<file path="src/duart_host_pkg.sv">
/*
  Constants for the host-side controller of a two-channel UART parallel port.
  Assumes a single 250 MHz clock; the device pins are sampled synchronously.
*/
package duart_host_pkg;

  // ----------------------------------------------------------------------
  // Strobe timing
  // ----------------------------------------------------------------------
  localparam int CLK_PERIOD_PS = 4000;
  localparam int SETUP_TIME_NS = 8;
  localparam int STROBE_TIME_NS = 40;
  localparam int RECOVER_TIME_NS = 20;
  localparam int SETUP_CYCLES = (SETUP_TIME_NS * 1000 + CLK_PERIOD_PS - 1) / CLK_PERIOD_PS;
  localparam int STROBE_CYCLES = (STROBE_TIME_NS * 1000 + CLK_PERIOD_PS - 1) / CLK_PERIOD_PS;
  localparam int RECOVER_CYCLES = (RECOVER_TIME_NS * 1000 + CLK_PERIOD_PS - 1) / CLK_PERIOD_PS;
  localparam int CNT_W = 8;

  // ----------------------------------------------------------------------
  // Bus widths and reset values
  // ----------------------------------------------------------------------
  localparam int ADDR_W = 3;
  localparam int DATA_W = 8;
  localparam logic [DATA_W-1:0] DATA_RESET = 8'h00;

  // ----------------------------------------------------------------------
  // Device register offsets used by the testbench
  // ----------------------------------------------------------------------
  localparam logic [ADDR_W-1:0] MODEM_CONTROL_OFS = 3'h4;
  localparam int IRQ_ENABLE_BIT = 3;

  typedef enum {
    ST_IDLE,
    ST_SETUP,
    ST_STROBE,
    ST_RECOVER
  } phase_t;

endpackage

</file>
<file path="src/duart_host_bus_port.sv">
/*
  Host controller that drives the strobe-based 8-bit register port of a
  two-channel UART. A user request names a channel, a register and a
  direction; the controller sequences select, address, data and strobe pins.
  Assumes all device outputs are synchronous to REF_CLK.
*/
`timescale 1ns/1ps

module duart_host_bus_port (
  // Clock and reset
  input  wire logic       REF_CLK,
  input  wire logic       RST,
  // User request
  input  wire logic       REQ_VALID,
  input  wire logic       REQ_WRITE,
  input  wire logic       REQ_CHAN_B,
  input  wire logic [2:0] REQ_ADDR,
  input  wire logic [7:0] REQ_WDATA,
  output logic            REQ_READY,
  output logic            RESP_VALID,
  output logic [7:0]      RESP_RDATA,
  // Device status seen by the user
  output logic [1:0]      IRQ_ENABLED,
  output logic [1:0]      IRQ_PENDING,
  output logic [1:0]      TX_READY,
  output logic [1:0]      RX_READY,
  // Device port pins
  output logic [2:0]      REG_SELECT_LINES,
  input  wire logic [7:0] HOST_BYTE_LINES_IN,
  output logic [7:0]      HOST_BYTE_LINES_OUT,
  output logic            HOST_BYTE_LINES_OE,
  output logic            READ_STROBE_N,
  output logic            WRITE_STROBE_N,
  output logic            CHAN_A_SELECT_N,
  output logic            CHAN_B_SELECT_N,
  // Device status pins
  input  wire logic       CHAN_A_IRQ,
  input  wire logic       CHAN_B_IRQ,
  input  wire logic       CHAN_A_AUX_OUT2_N,
  input  wire logic       CHAN_B_AUX_OUT2_N,
  input  wire logic       CHAN_A_TX_READY_N,
  input  wire logic       CHAN_A_RX_READY_N,
  input  wire logic       CHAN_B_TX_READY_N,
  input  wire logic       CHAN_B_RX_READY_N
);

  // ----------------------------------------------------------------------
  // State
  // ----------------------------------------------------------------------
  typedef struct packed {
    duart_host_pkg::phase_t             phase;
    logic [duart_host_pkg::CNT_W-1:0]   count;
    logic                               write;
    logic                               chan_b;
    logic [2:0]                         addr;
    logic [7:0]                         wdata;
    logic                               req_ready;
    logic                               resp_valid;
    logic [7:0]                         rdata;
    logic [1:0]                         irq_en;
    logic [1:0]                         irq_pend;
    logic [1:0]                         tx_rdy;
    logic [1:0]                         rx_rdy;
    logic [2:0]                         sel_lines;
    logic [7:0]                         out_byte;
    logic                               oe;
    logic                               rd_n;
    logic                               wr_n;
    logic                               cs_a_n;
    logic                               cs_b_n;
  } state_t;

  state_t st;
  state_t next_st;

  localparam logic [7:0] SETUP_N = 8'(duart_host_pkg::SETUP_CYCLES);
  localparam logic [7:0] STROBE_N = 8'(duart_host_pkg::STROBE_CYCLES);
  localparam logic [7:0] RECOVER_N = 8'(duart_host_pkg::RECOVER_CYCLES);

  // ----------------------------------------------------------------------
  // Per-channel status pins
  // ----------------------------------------------------------------------
  logic [1:0] aux_out2_n;
  logic [1:0] irq_pin;
  logic [1:0] tx_ready_n;
  logic [1:0] rx_ready_n;
  logic [1:0] chan_irq_en;
  logic [1:0] chan_irq_pend;
  logic [1:0] chan_tx_rdy;
  logic [1:0] chan_rx_rdy;

  assign aux_out2_n = {CHAN_B_AUX_OUT2_N, CHAN_A_AUX_OUT2_N};
  assign irq_pin    = {CHAN_B_IRQ, CHAN_A_IRQ};
  assign tx_ready_n = {CHAN_B_TX_READY_N, CHAN_A_TX_READY_N};
  assign rx_ready_n = {CHAN_B_RX_READY_N, CHAN_A_RX_READY_N};

  for (genvar c = 0; c < 2; c++) begin : chan_status
    // Interrupt pin only meaningful when the aux output shows driven mode
    assign chan_irq_en[c]   = ~aux_out2_n[c];
    assign chan_irq_pend[c] = ~aux_out2_n[c] & irq_pin[c];
    assign chan_tx_rdy[c]   = ~tx_ready_n[c];
    assign chan_rx_rdy[c]   = ~rx_ready_n[c];
  end

  // ----------------------------------------------------------------------
  // Next state
  // ----------------------------------------------------------------------
  always_comb begin
    next_st = st;
    next_st.resp_valid = 1'b0;
    next_st.irq_en = chan_irq_en;
    next_st.irq_pend = chan_irq_pend;
    next_st.tx_rdy = chan_tx_rdy;
    next_st.rx_rdy = chan_rx_rdy;
    case (st.phase)
      duart_host_pkg::ST_IDLE: begin
        if (REQ_VALID && st.req_ready) begin
          next_st.req_ready = 1'b0;
          next_st.write = REQ_WRITE;
          next_st.chan_b = REQ_CHAN_B;
          next_st.addr = REQ_ADDR;
          next_st.wdata = REQ_WDATA;
          next_st.sel_lines = REQ_ADDR;
          next_st.cs_a_n = REQ_CHAN_B;
          next_st.cs_b_n = ~REQ_CHAN_B;
          next_st.out_byte = REQ_WDATA;
          next_st.oe = REQ_WRITE;
          next_st.count = SETUP_N;
          next_st.phase = duart_host_pkg::ST_SETUP;
        end
      end
      duart_host_pkg::ST_SETUP: begin
        if (st.count > 8'h01) begin
          next_st.count = st.count - 8'h01;
        end else begin
          next_st.rd_n = st.write;
          next_st.wr_n = ~st.write;
          next_st.count = STROBE_N;
          next_st.phase = duart_host_pkg::ST_STROBE;
        end
      end
      duart_host_pkg::ST_STROBE: begin
        if (st.count > 8'h01) begin
          next_st.count = st.count - 8'h01;
        end else begin
          if (!st.write) begin
            next_st.rdata = HOST_BYTE_LINES_IN;
            next_st.resp_valid = 1'b1;
          end
          next_st.rd_n = 1'b1;
          next_st.wr_n = 1'b1;
          next_st.count = RECOVER_N;
          next_st.phase = duart_host_pkg::ST_RECOVER;
        end
      end
      duart_host_pkg::ST_RECOVER: begin
        // Hold select, address and data one hold period past the strobe rise
        if (st.count > 8'h01) begin
          next_st.count = st.count - 8'h01;
        end else begin
          next_st.oe = 1'b0;
          next_st.cs_a_n = 1'b1;
          next_st.cs_b_n = 1'b1;
          next_st.req_ready = 1'b1;
          next_st.phase = duart_host_pkg::ST_IDLE;
        end
      end
      default: begin
        next_st.phase = duart_host_pkg::ST_IDLE;
      end
    endcase
  end

  // ----------------------------------------------------------------------
  // Registers
  // ----------------------------------------------------------------------
  always_ff @(posedge REF_CLK or posedge RST) begin
    if (RST) begin
      st <= '0;
      st.phase <= duart_host_pkg::ST_IDLE;
      st.req_ready <= 1'b1;
      st.rd_n <= 1'b1;
      st.wr_n <= 1'b1;
      st.cs_a_n <= 1'b1;
      st.cs_b_n <= 1'b1;
      st.rdata <= duart_host_pkg::DATA_RESET;
    end else begin
      st <= next_st;
    end
  end

  // ----------------------------------------------------------------------
  // Outputs
  // ----------------------------------------------------------------------
  assign REQ_READY = st.req_ready;
  assign RESP_VALID = st.resp_valid;
  assign RESP_RDATA = st.rdata;
  assign IRQ_ENABLED = st.irq_en;
  assign IRQ_PENDING = st.irq_pend;
  assign TX_READY = st.tx_rdy;
  assign RX_READY = st.rx_rdy;
  assign REG_SELECT_LINES = st.sel_lines;
  assign HOST_BYTE_LINES_OUT = st.out_byte;
  assign HOST_BYTE_LINES_OE = st.oe;
  assign READ_STROBE_N = st.rd_n;
  assign WRITE_STROBE_N = st.wr_n;
  assign CHAN_A_SELECT_N = st.cs_a_n;
  assign CHAN_B_SELECT_N = st.cs_b_n;

endmodule

</file>
<file path="config.mk">
export PLATFORM = sky130hd
export DESIGN_NAME = duart_host_bus_port
export DESIGN_NICKNAME = d
export VERILOG_FILES = /design/src/duart_host_pkg.sv /design/src/duart_host_bus_port.sv
export SDC_FILE = /design/constraint.sdc
export NUM_CORES = 1
export LEC_CHECK = 0
export BUFFER_PORTS_ARGS = -buffer_cell sky130_fd_sc_hd__buf_2
export CAP_MARGIN = 20
export CORE_MARGIN = 2
export CORE_UTILIZATION = 55
export DETAILED_ROUTE_END_ITERATION = 8
export PLACE_DENSITY = 0.82
export SYNTH_ARGS = -nofsm -noshare
export SYNTH_HDL_FRONTEND = slang
export SYNTH_SLANG_ARGS = --single-unit
</file>
<file path="constraint.sdc">
create_clock -name REF_CLK -period 3.5 [get_ports REF_CLK]
set_input_delay 0.7 -clock REF_CLK [delete_from_list [all_inputs] [get_ports REF_CLK]]
set_output_delay 0.7 -clock REF_CLK [all_outputs]
set_load 0.01 [all_outputs]
</file>
Word level (Yosys, flattened, before mapping) --
Cells that the tools add are included. Widths: inputs -> output; s select.
Cells by class: $add $sub $neg 1, $mul 0, div/mod/pow operators 0, order comparisons 1, equal/unequal tests 8, shifts and indexed selects 0, mux-type cells 22, bitwise logic cells 11, reductions and logical operators 11
Operators by type and width (number):
- $pmux 32 s4 | 1
- $mux 32 | 3
- $eq 32x2->1 const B | 2
- $mux 54 | 1
- $eq 32x1->1 const B | 1
- $logic_not 32->1 | 1
- $pmux 8 s4 | 1
- $mux 9 | 3
- $mux 8 | 3
- $reduce_and 3->1 | 4
- $ne 2x2->1 const B | 5
- $not 1->1 | 9
- $gt 8x1->1 const B | 1
- $pmux 2 s2 | 2
- $sub 8x1->8 const B | 1
- $mux 2 | 3
- $pmux 1 s2 | 2
- $reduce_and 4->1 | 1
- $reduce_bool 2->1 | 2
- $reduce_bool 4->1 | 1
- $mux 1 | 3
- $and 1x1->1 | 2
- $reduce_and 2->1 | 1
- $logic_and 1x1->1 | 1
Storage, ports and cells: flip-flop bits (word level) 76, bits in latches 0, RAM bits 0, ROM bits 0, input bits 32, output and inout bits 34, logic and storage cells 72, memories 0

Longest topological paths before layout --
Gate-level depths: netlist of run 1.
depth after elaboration 3, depth in mapped cells 8, gate-level depth less buffers 6

Least setup slack after synthesis of run 1 --
No wires, ideal clock.
path type flip-flop to flip-flop, from register st[55] (netlist name), to register st[47] (netlist name), library setup time 0.066 ns, data arrival time 1.989 ns, required time 3.434 ns, slack 1.445 ns, cell stages (with the launch flop) 8, buffers on the path 1, period minus slack after synthesis 2.055 ns, cells stage by stage dfrtp_1 > inv_1 > ha_1 > buf_2 > a21boi_1 > or2_2 > a2111oi_0 > mux2_2
Between the ends: cells in the longest elaborated chain, start to end 3, elaborated cells between the ends (all ways) 9, those cells by class 5 x eq/ne; 1 x mux; 3 x reduce/logical
Ends and longest elaborated chain:
- start, declared | RTL line duart_host_bus_port.sv:73 | state_t st;
- start signal, assigned | RTL line duart_host_bus_port.sv:188 | st <= next_st;
- $eq 32x2->1 (tied with other cells) | RTL line duart_host_bus_port.sv:115 | case (st.phase)
- $reduce_bool 4->1 (no source line) / $ne 2x2->1 (equally long branches)
- $reduce_and 3->1 (no source line)
Parallel ways exist; a longest one is shown, timed or not. A chain may end at the register's enable or synchronous reset.

Final worst setup path of run 1 --
Same ends and word-level chain as after synthesis.

==> results of run 1 <==
## synthesized netlist by cell type (5+ instances only)
library cell	n	area (um2)
mux2_2	22	248
a31oi_1	6	37.5
o22ai_1	5	31.3
dfstp_2	5	131
dfrtp_1	40	1000
clkbuf_1	5	18.8
inv_1	18	67.6
ha_1	8	100
nor2_1	11	41.3
buf_4	27	203
nand2_1	6	22.5
a21oi_1	8	40.0
## final timing paths
check | startpoint | endpoint | slack, ps | depth (start not counted)
setup / recovery | st[55] | st[47] | 1180 | 6
hold / removal | RST | REG_SELECT_LINES[2] | 410 | 2
setup reg to reg | st[55] | st[47] | 1180 | 6
hold reg to reg | RESP_RDATA[5] | RESP_RDATA[5] | 500 | 1
max in group asynchronous | RST | READ_STROBE_N | 2350 | 3
min in group REF_CLK | RESP_RDATA[5] | RESP_RDATA[5] | 500 | 1
## registers in the layout, indices dropped and copies added (netlist names), 2 cells and up
name                 cells
IRQ_PENDING              2
REG_SELECT_LINES         3
HOST_BYTE_LINES_OUT      8
RX_READY                 2
IRQ_ENABLED              2
st                      11
TX_READY                 2
RESP_RDATA               8
## power by group through the flow
stage	sequential [mW]	clock (mW)	combinational [mW]
6_report	0.872	0.402	1.31
5_1_grt	0.901	0.438	1.40
4_1_cts	0.872	0.412	1.29
3_5_place_dp	0.879	0	1.28
3_3_place_gp	0.864	0	1.26
2_1_floorplan	0.863	0	1.10
## metal layers
layer / routed length, um / up-vias / global-route usage (%)
li1: - / 811 / -
met1: 1890 / 810 / 24.2
met2: 2330 / 97 / 33.4
met3: 379 / 4 / 5.38
met4: 30 / 0 / 4.36
met5: 0 / - / 0
## area by class of cell
type	instances	share of cell area (%)
clock inverter	2	1.42
multi-input combinational	117	35.0
inverter	18	2.56
timing repair buffer	66	12.6
sequential	45	42.9
clock buffer	6	3.13
tap	50	2.37
## cell families (layout without fill, tap and decap cells)
| family | after synthesis | count (layout) | synth area share, % |
|---|---|---|---|
| AOI/OAI and AO/OA | 41 | 41 | 12.4 |
| muxes | 23 | 23 | 10.9 |
| buffers and inverters | 53 | 92 | 12.8 |
| and+or+nand+nor | 45 | 45 | 11.6 |
| adders and majority gates | 8 | 8 | 4.25 |
| DFF | 45 | 45 | 48.0 |
==> out/qor.yml, run 1 <==
final_layout:
  multi_input_area_um2: 922
  seq_area_um2: 1130
  fillers: 309
  drive_gt1_share_pct: 43.7
  instances_no_fill: 304
  stdcell_area_um2: 2640
  area_growth_pct: 11.9
  nets: 293
  fin_util_pct: 65.0
  final_common_cell: "buf_2"
  layout.cells.most_common_list: "buf_2 (65), dfrtp_1 (40), mux2_2 (22), inv_1 (17), nor2_1 (11)"
  diodes: 0
timing:
  setup-violations-final: 0
  finClkSkew_ps: 5.93
  hold_viol_final: 0
  timing.slew.headroom_pct: 56.0
  fin_ws_ps: 1180
  post-route-period-util_pct: 66.4
  report.final.slew_viol_count: 0
  min_period_ps: 2320
  worst_hold_slack_ps: 411
  max_freq_mhz: 430
  tightest_slew_ps: 657
  rsz0062_at_grt: "no"
  final.setup.tns_ps: 0
hold_path:
  hold_class: "input port to asynchronous set/reset pin"
logic_synthesis:
  yosysUniqueCellTypes: 44
  synth_nets: 255
  syn_area_um2: 2360
  synth-edff-count: 0
  yosysSeqAreaShare_pct: 48.0
  avgSynthCellArea_um2: 11.0
  async_flop_share_pct: 100
  synthFlopType: "dfrtp_1"
  ys_ff_latch: 45
  yosysWarnings: 0
  synth_cells: 215
setup_path:
  path_cells: "inv_1 -> ha_1 -> a21boi_1 -> or2_2 -> a2111oi_0 -> mux2_2"
  crit_family: "compound AO/OA/AOI/OAI gates"
  cp.required_ps: 3730
  critical_path_class: "flop to flop"
  cp_slowest_cell: "a2111oi_0"
  path_buf_inv: 1
  crit_arrival_ps: 2560
  crit_fanout: 11
  start_kind: "flop"
  slowest_delay_ps: 520
  worstSetupEndpointType: "flop"
pwr:
  swShare_pct: 40.3
  peakVddDrop_mv: 0.562
  finalPower_mw: 2.58
  power.density_nw_per_um2: 978
  p_int_mw: 1.54
  p_leak_nw: 1.26
  seq_power_share_pct: 33.8
  power_frac_clock_pct: 15.6
  p_switching_mw: 1.04
  comb_power_share_pct: 50.6
cts:
  root_buffer: "clkbuf_8"
  postCtsResizedCells: 0
  post_cts_buffers: 0
  clock_latency_ps: 290
  ctsHoldBuffers: 0
  cts_tree: "built"
  clkSinkCount: 45
  htree_levels: 2
  clock_path_buffers: 2
  numCtsBuffers: 5
  path_clk_slew_ps: 80
placed_design:
  place_congestion: 0.930
  dp_cells: 296
  placed_area_um2: 2520
  dpl.hpwl_um: 3370
  post-place-ws_ps: 1190
  port_buffers: 65
route:
  viasPerCell: 5.66
  via_count: 1722
  postRouteAntennaNets: 0
  wirelength_um: 4620
  drt_iter0_drc: 107
  drt-wirelength-per-cell_um: 15.2
  drc: 0
  first_pass_iters: 4
floorplanning:
  dieArea_um2: 4830
  die_h_um: 69.5
  die_w_um: 69.5
  io_pins: 66
  fp-row-count: 23
  start_util_pct: 58.1
  core_um2: 4060
global_routing:
  first_global_vias: 1641
  grt_pass1_wl_um: 7510
  grt_usage_pct: 19.4
  overflow: 0
  antenna_found_initial: 0
  grt_max_degree: 27
run:
  maxCapViolCount: 0
outcome:
  status: "completed"
Power figures use the tool's default switching activity.
==> inputs of run 2 (changes only) <==
--- a/config.mk
+++ b/config.mk
@@ -8,9 +8,9 @@
 export BUFFER_PORTS_ARGS = -buffer_cell sky130_fd_sc_hd__buf_2
 export CAP_MARGIN = 20
 export CORE_MARGIN = 2
-export CORE_UTILIZATION = 55
+export CORE_UTILIZATION = 47
 export DETAILED_ROUTE_END_ITERATION = 8
-export PLACE_DENSITY = 0.82
+export PLACE_DENSITY = 0.74
 export SYNTH_ARGS = -nofsm -noshare
 export SYNTH_HDL_FRONTEND = slang
 export SYNTH_SLANG_ARGS = --single-unit
==> constraint.sdc (replaced) <==
create_clock -name REF_CLK -period 2.13 [get_ports REF_CLK]
set_input_delay 0.426 -clock REF_CLK [delete_from_list [all_inputs] [get_ports REF_CLK]]
set_output_delay 0.426 -clock REF_CLK [all_outputs]
set_load 0.01 [all_outputs]
==> run 2 against run 1 <==
Via count increased by 1.3%; hold slack got worse by 150 ps; first-iteration DRC count up 49%; largest cell class unchanged; combinational power increased by 81%; largest power group unchanged; total power is 71% higher; register-to-register slack worse by 1100 ps; clock power increased by 57%; core utilization is 7.4 points lower.
==> out/qor.yml, run 2 (synthesized netlist as in run 1, its figures left out) <==
final_layout:
  largest_register_ff_count: 11
  nets: 306
  instances_no_fill: 334
  multi_input_area_um2: 937
  largest_register: "st"
  seq_area_um2: 1130
  layout.cells.most_common_list: "buf_2 (65), dfrtp_1 (40), mux2_2 (22), inv_1 (17), buf_4 (14)"
  fillers: 436
  fin_util_pct: 57.6
  diodes: 0
  final_common_cell: "buf_2"
  area_growth_pct: 17.0
  drive_gt1_share_pct: 47.2
placed_design:
  dpl.hpwl_um: 3600
  post-place-ws_ps: 55.8
  port_buffers: 65
  dp_cells: 326
  place_congestion: 0.952
timing:
  min_period_ps: 2080
  timing.slew.headroom_pct: 62.6
  hold_viol_final: 0
  fin_ws_ps: 49.6
  tightest_slew_ps: 561
  final.setup.tns_ps: 0
  setup-violations-final: 0
  report.final.slew_viol_count: 0
  worst_hold_slack_ps: 258
  max_freq_mhz: 481
  post-route-period-util_pct: 97.7
  finClkSkew_ps: 2.97
setup_path:
  cp.required_ps: 2310
  crit_arrival_ps: 2260
  path_buf_inv: 0
  crit_family: "simple AND/OR/NAND/NOR gates"
  cp_slowest_cell: "or4_4"
  worstSetupEndpointType: "flop"
  reg2reg_slack_ps: 50
  start_kind: "flop"
  path_cells: "or4_4 -> nor4_1 -> nor2_1 -> a32o_1"
  critical_path_class: "flop to flop"
  crit_fanout: 8
  slowest_delay_ps: 610
global_routing:
  antenna_found_initial: 0
  grt_max_degree: 46
  grt_usage_pct: 17.8
  overflow: 0
  first_global_vias: 1681
  grt_pass1_wl_um: 7560
floorplanning:
  io_pins: 66
  start_util_pct: 49.3
  core_um2: 4790
  dieArea_um2: 5600
  die_w_um: 74.8
  die_h_um: 74.8
  fp-row-count: 25
cts:
  numCtsBuffers: 5
  ctsHoldBuffers: 0
  clock_path_buffers: 2
  cts_tree: "built"
  clkSinkCount: 45
  htree_levels: 2
  root_buffer: "clkbuf_8"
  path_clk_slew_ps: 80
  clock_latency_ps: 290
route:
  postRouteAntennaNets: 0
  first_pass_iters: 4
  wirelength_um: 4850
  viasPerCell: 5.22
  drc: 0
  via_count: 1744
  drt_iter0_drc: 159
  drt-wirelength-per-cell_um: 14.5
outcome:
  status: "completed"
pwr:
  peakVddDrop_mv: 0.851
  power.density_nw_per_um2: 1600
  p_leak_nw: 1.33
hold_path:
  hold_class: "input port to asynchronous set/reset pin"
run:
  maxCapViolCount: 0
==> run 2: changes by cell type in the layout (fill, tap and decap cells not counted), sizes merged <==
| cell | previous run | this run |
|---|---|---|
| clkinv | 1 | 2 |
| clkinvlp | 1 | 0 |
| buf | 66 | 79 |
==> run 2: final cells by class <==
cell class                 count  area share [%]
clock buffer                   6            2.63
inverter                      18            2.45
tap                           67            3.04
sequential                    45            41.0
clock inverter                 2            1.27
timing repair buffer          79            15.6
multi-input combinational    117            34.0
==> run 2: power by group <==
group | internal, mW | switching (mW)
clock | 0.348 | 0.284
combinational | 1.10 | 1.26
sequential | 1.21 | 0.214
==> run 2: layer usage <==
layer	vias up	global-route usage (%)	share of wire [%]
met4	0	7.74	1.2
li1	836	-	-
met5	-	0	0
met1	837	22.5	44
met2	62	28.9	50
met3	9	4.42	5.0
==> run 2: final timing paths <==
kind,endpoint,depth (start not counted),from
max reg2reg,st[50],4,st[49]
min reg2reg,RESP_RDATA[2],1,RESP_RDATA[2]
max in group asynchronous,READ_STROBE_N,3,RST
max,st[50],4,st[49]
min in group REF_CLK,TX_READY[1],2,CHAN_B_TX_READY_N
min,IRQ_PENDING[1],3,RST
==> run 2: tightest hold or removal path, stage by stage <==
cell,delay (ps)
buf_2,100
clkinv_1,30
buf_4,460
==> run 2: stage by stage <==
stage	cell area (um2)	power, mW
detailed placement	2640	3.75
global placement	2640	3.71
CTS	2740	4.40
finish	2760	4.42
floorplan	2360	3.23
global route	2760	4.76
==> run 2: timing repair <==
action	CTS	global route
setup buffers	0	0
endpoints found under the setup margin	0	7
resized for setup	0	4
==> inputs of run 3 (changes only) <==
==> constraint.sdc (replaced) <==
create_clock -name REF_CLK -period 2.13 [get_ports REF_CLK]
set_input_delay 0 -clock REF_CLK [delete_from_list [all_inputs] [get_ports REF_CLK]]
set_output_delay 0 -clock REF_CLK [all_outputs]
set_load 0.01 [all_outputs]
==> run 3 against run 2 <==
Global-route usage grew 3.3 points; non-clock buffer count rose by 30; register-to-register slack improved by 70 ps; total power grew 2.8%; via count rose by 13%; flip-flop and latch count is the same; sequential share of layout area down 4.0 points; worst setup slack improved by 67 ps; combinational power is 5% higher; largest cell class unchanged; largest power group unchanged.
==> out/qor.yml, run 3 (synthesized netlist as in run 1, its figures left out) <==
timing:
  final.setup.tns_ps: 0
  worst_hold_slack_ps: 6.27
  rsz0062_at_grt: "no"
  report.final.slew_viol_count: 0
  finClkSkew_ps: 9.80
  timing.slew.headroom_pct: 70.8
  tightest_slew_ps: 434
  post-route-period-util_pct: 94.5
  max_freq_mhz: 497
  min_period_ps: 2010
  hold_viol_final: 0
  setup-violations-final: 0
route:
  wirelength_um: 5700
  postRouteAntennaNets: 0
  drt-wirelength-per-cell_um: 15.7
  drc: 0
  viasPerCell: 5.42
  via_count: 1974
  drt_iter0_drc: 195
  first_pass_iters: 4
final_layout:
  drive_gt1_share_pct: 43.1
  diodes: 0
  largest_register_ff_count: 11
  instances_no_fill: 364
  nets: 336
  layout.cells.most_common_list: "buf_2 (65), dfrtp_1 (40), dlygate4sd3_1 (28), mux2_2 (22), inv_1 (17)"
  largest_register: "st"
  area_growth_pct: 29.6
  fillers: 344
  final_common_cell: "buf_2"
  seq_area_um2: 1130
  multi_input_area_um2: 937
placed_design:
  port_buffers: 65
  dp_cells: 328
  dpl.hpwl_um: 3730
  place_congestion: 0.935
hold_path:
  hold_class: "input port to flop"
  hold-path-cell-count: 3
setup_path:
  reg2reg_slack_ps: 120
  crit_arrival_ps: 2200
  path_cells: "inv_1 -> ha_1 -> nor4_2 -> or2_2 -> buf_4 -> nor2_1 -> a32o_1"
  slowest_delay_ps: 430
  cp_slowest_cell: "dfrtp_1"
  critical_path_class: "flop to flop"
  worstRegToRegCells: 7
  cp.required_ps: 2320
  crit_fanout: 6
  start_kind: "flop"
  worstSetupEndpointType: "flop"
cts:
  cts_tree: "built"
  htree_levels: 2
  post_cts_buffers: 0
  clkSinkCount: 45
  root_buffer: "clkbuf_8"
  path_clk_slew_ps: 90
  numCtsBuffers: 5
  clock_latency_ps: 300
  clock_path_buffers: 2
run:
  maxCapViolCount: 0
outcome:
  status: "completed"
pwr:
  finalPower_mw: 4.55
  peakVddDrop_mv: 0.748
  p_leak_nw: 1.46
  power.density_nw_per_um2: 1490
floorplanning:
  die_h_um: 74.8
  die_w_um: 74.8
  fp-row-count: 25
  start_util_pct: 49.3
  dieArea_um2: 5600
  core_um2: 4790
  io_pins: 66
global_routing:
  antenna_found_initial: 0
  grt_usage_pct: 21.1
  grt_pass1_wl_um: 8760
  overflow: 0
  first_global_vias: 1854
  grt_max_degree: 24
## run 3: worst paths after layout
check                              start                 end
hold reg to reg            RESP_RDATA[2]       RESP_RDATA[2]
setup / recovery                  st[55]              st[50]
max in group asynchronous            RST       READ_STROBE_N
min in group asynchronous            RST         RX_READY[0]
hold / removal                 REQ_WRITE  HOST_BYTE_LINES_OE
setup reg to reg                  st[55]              st[50]
## run 3: repair_timing
action / 4_1_cts / 5_1_grt
pin swaps: 0 / 0
gates resized for setup: 1 / 3
endpoints found under the hold margin: 69 / 0
setup endpoints to repair: 1 / 6
hold buffers: 28 / 0
## run 3: power by group
part	internal, mW	leakage, nW	total, mW	switching, mW
clock network	0.348	0.0552	0.637	0.288
registers	1.21	0.541	1.43	0.223
logic	1.17	0.861	2.48	1.31
total	2.73	1.46	4.55	1.82
## run 3: stage by stage
step           instance area (um2)  util (%)  setup WS [ps]
2_1_floorplan                 2360         -           75.0
3_3_place_gp                  2650      55.4           20.4
3_5_place_dp                  2650      55.4          -12.0
4_1_cts                       3040      63.5           67.8
5_1_grt                       3050      63.8           51.7
6_report                      3050      63.8            117
## run 3: area by class of cell
cell class | instances | share of cell area [%]
Clock inverter | 2 | 1.15
Multi-Input combinational cell | 117 | 30.7
Clock buffer | 6 | 2.38
Inverter | 18 | 2.21
Tap cell | 67 | 2.74
Timing Repair Buffer | 109 | 23.8
Sequential cell | 45 | 37.1
## run 3: worst max-delay path: cells and delay by family, from the launching register on
family	cells	cell delay, ps
and+or+nand+nor	3	680
adders and majority gates	1	310
buffers and inverters	2	230
DFF	1	430
AOI/OAI and AO/OA	1	250
## run 3: per-layer routing
layer	up-vias	share of wire [%]	track usage, %
li1	907	-	-
met1	942	39	26.3
met2	103	51	35.2
met3	22	7.5	5.09
met4	0	2.6	8.53
met5	-	0	0
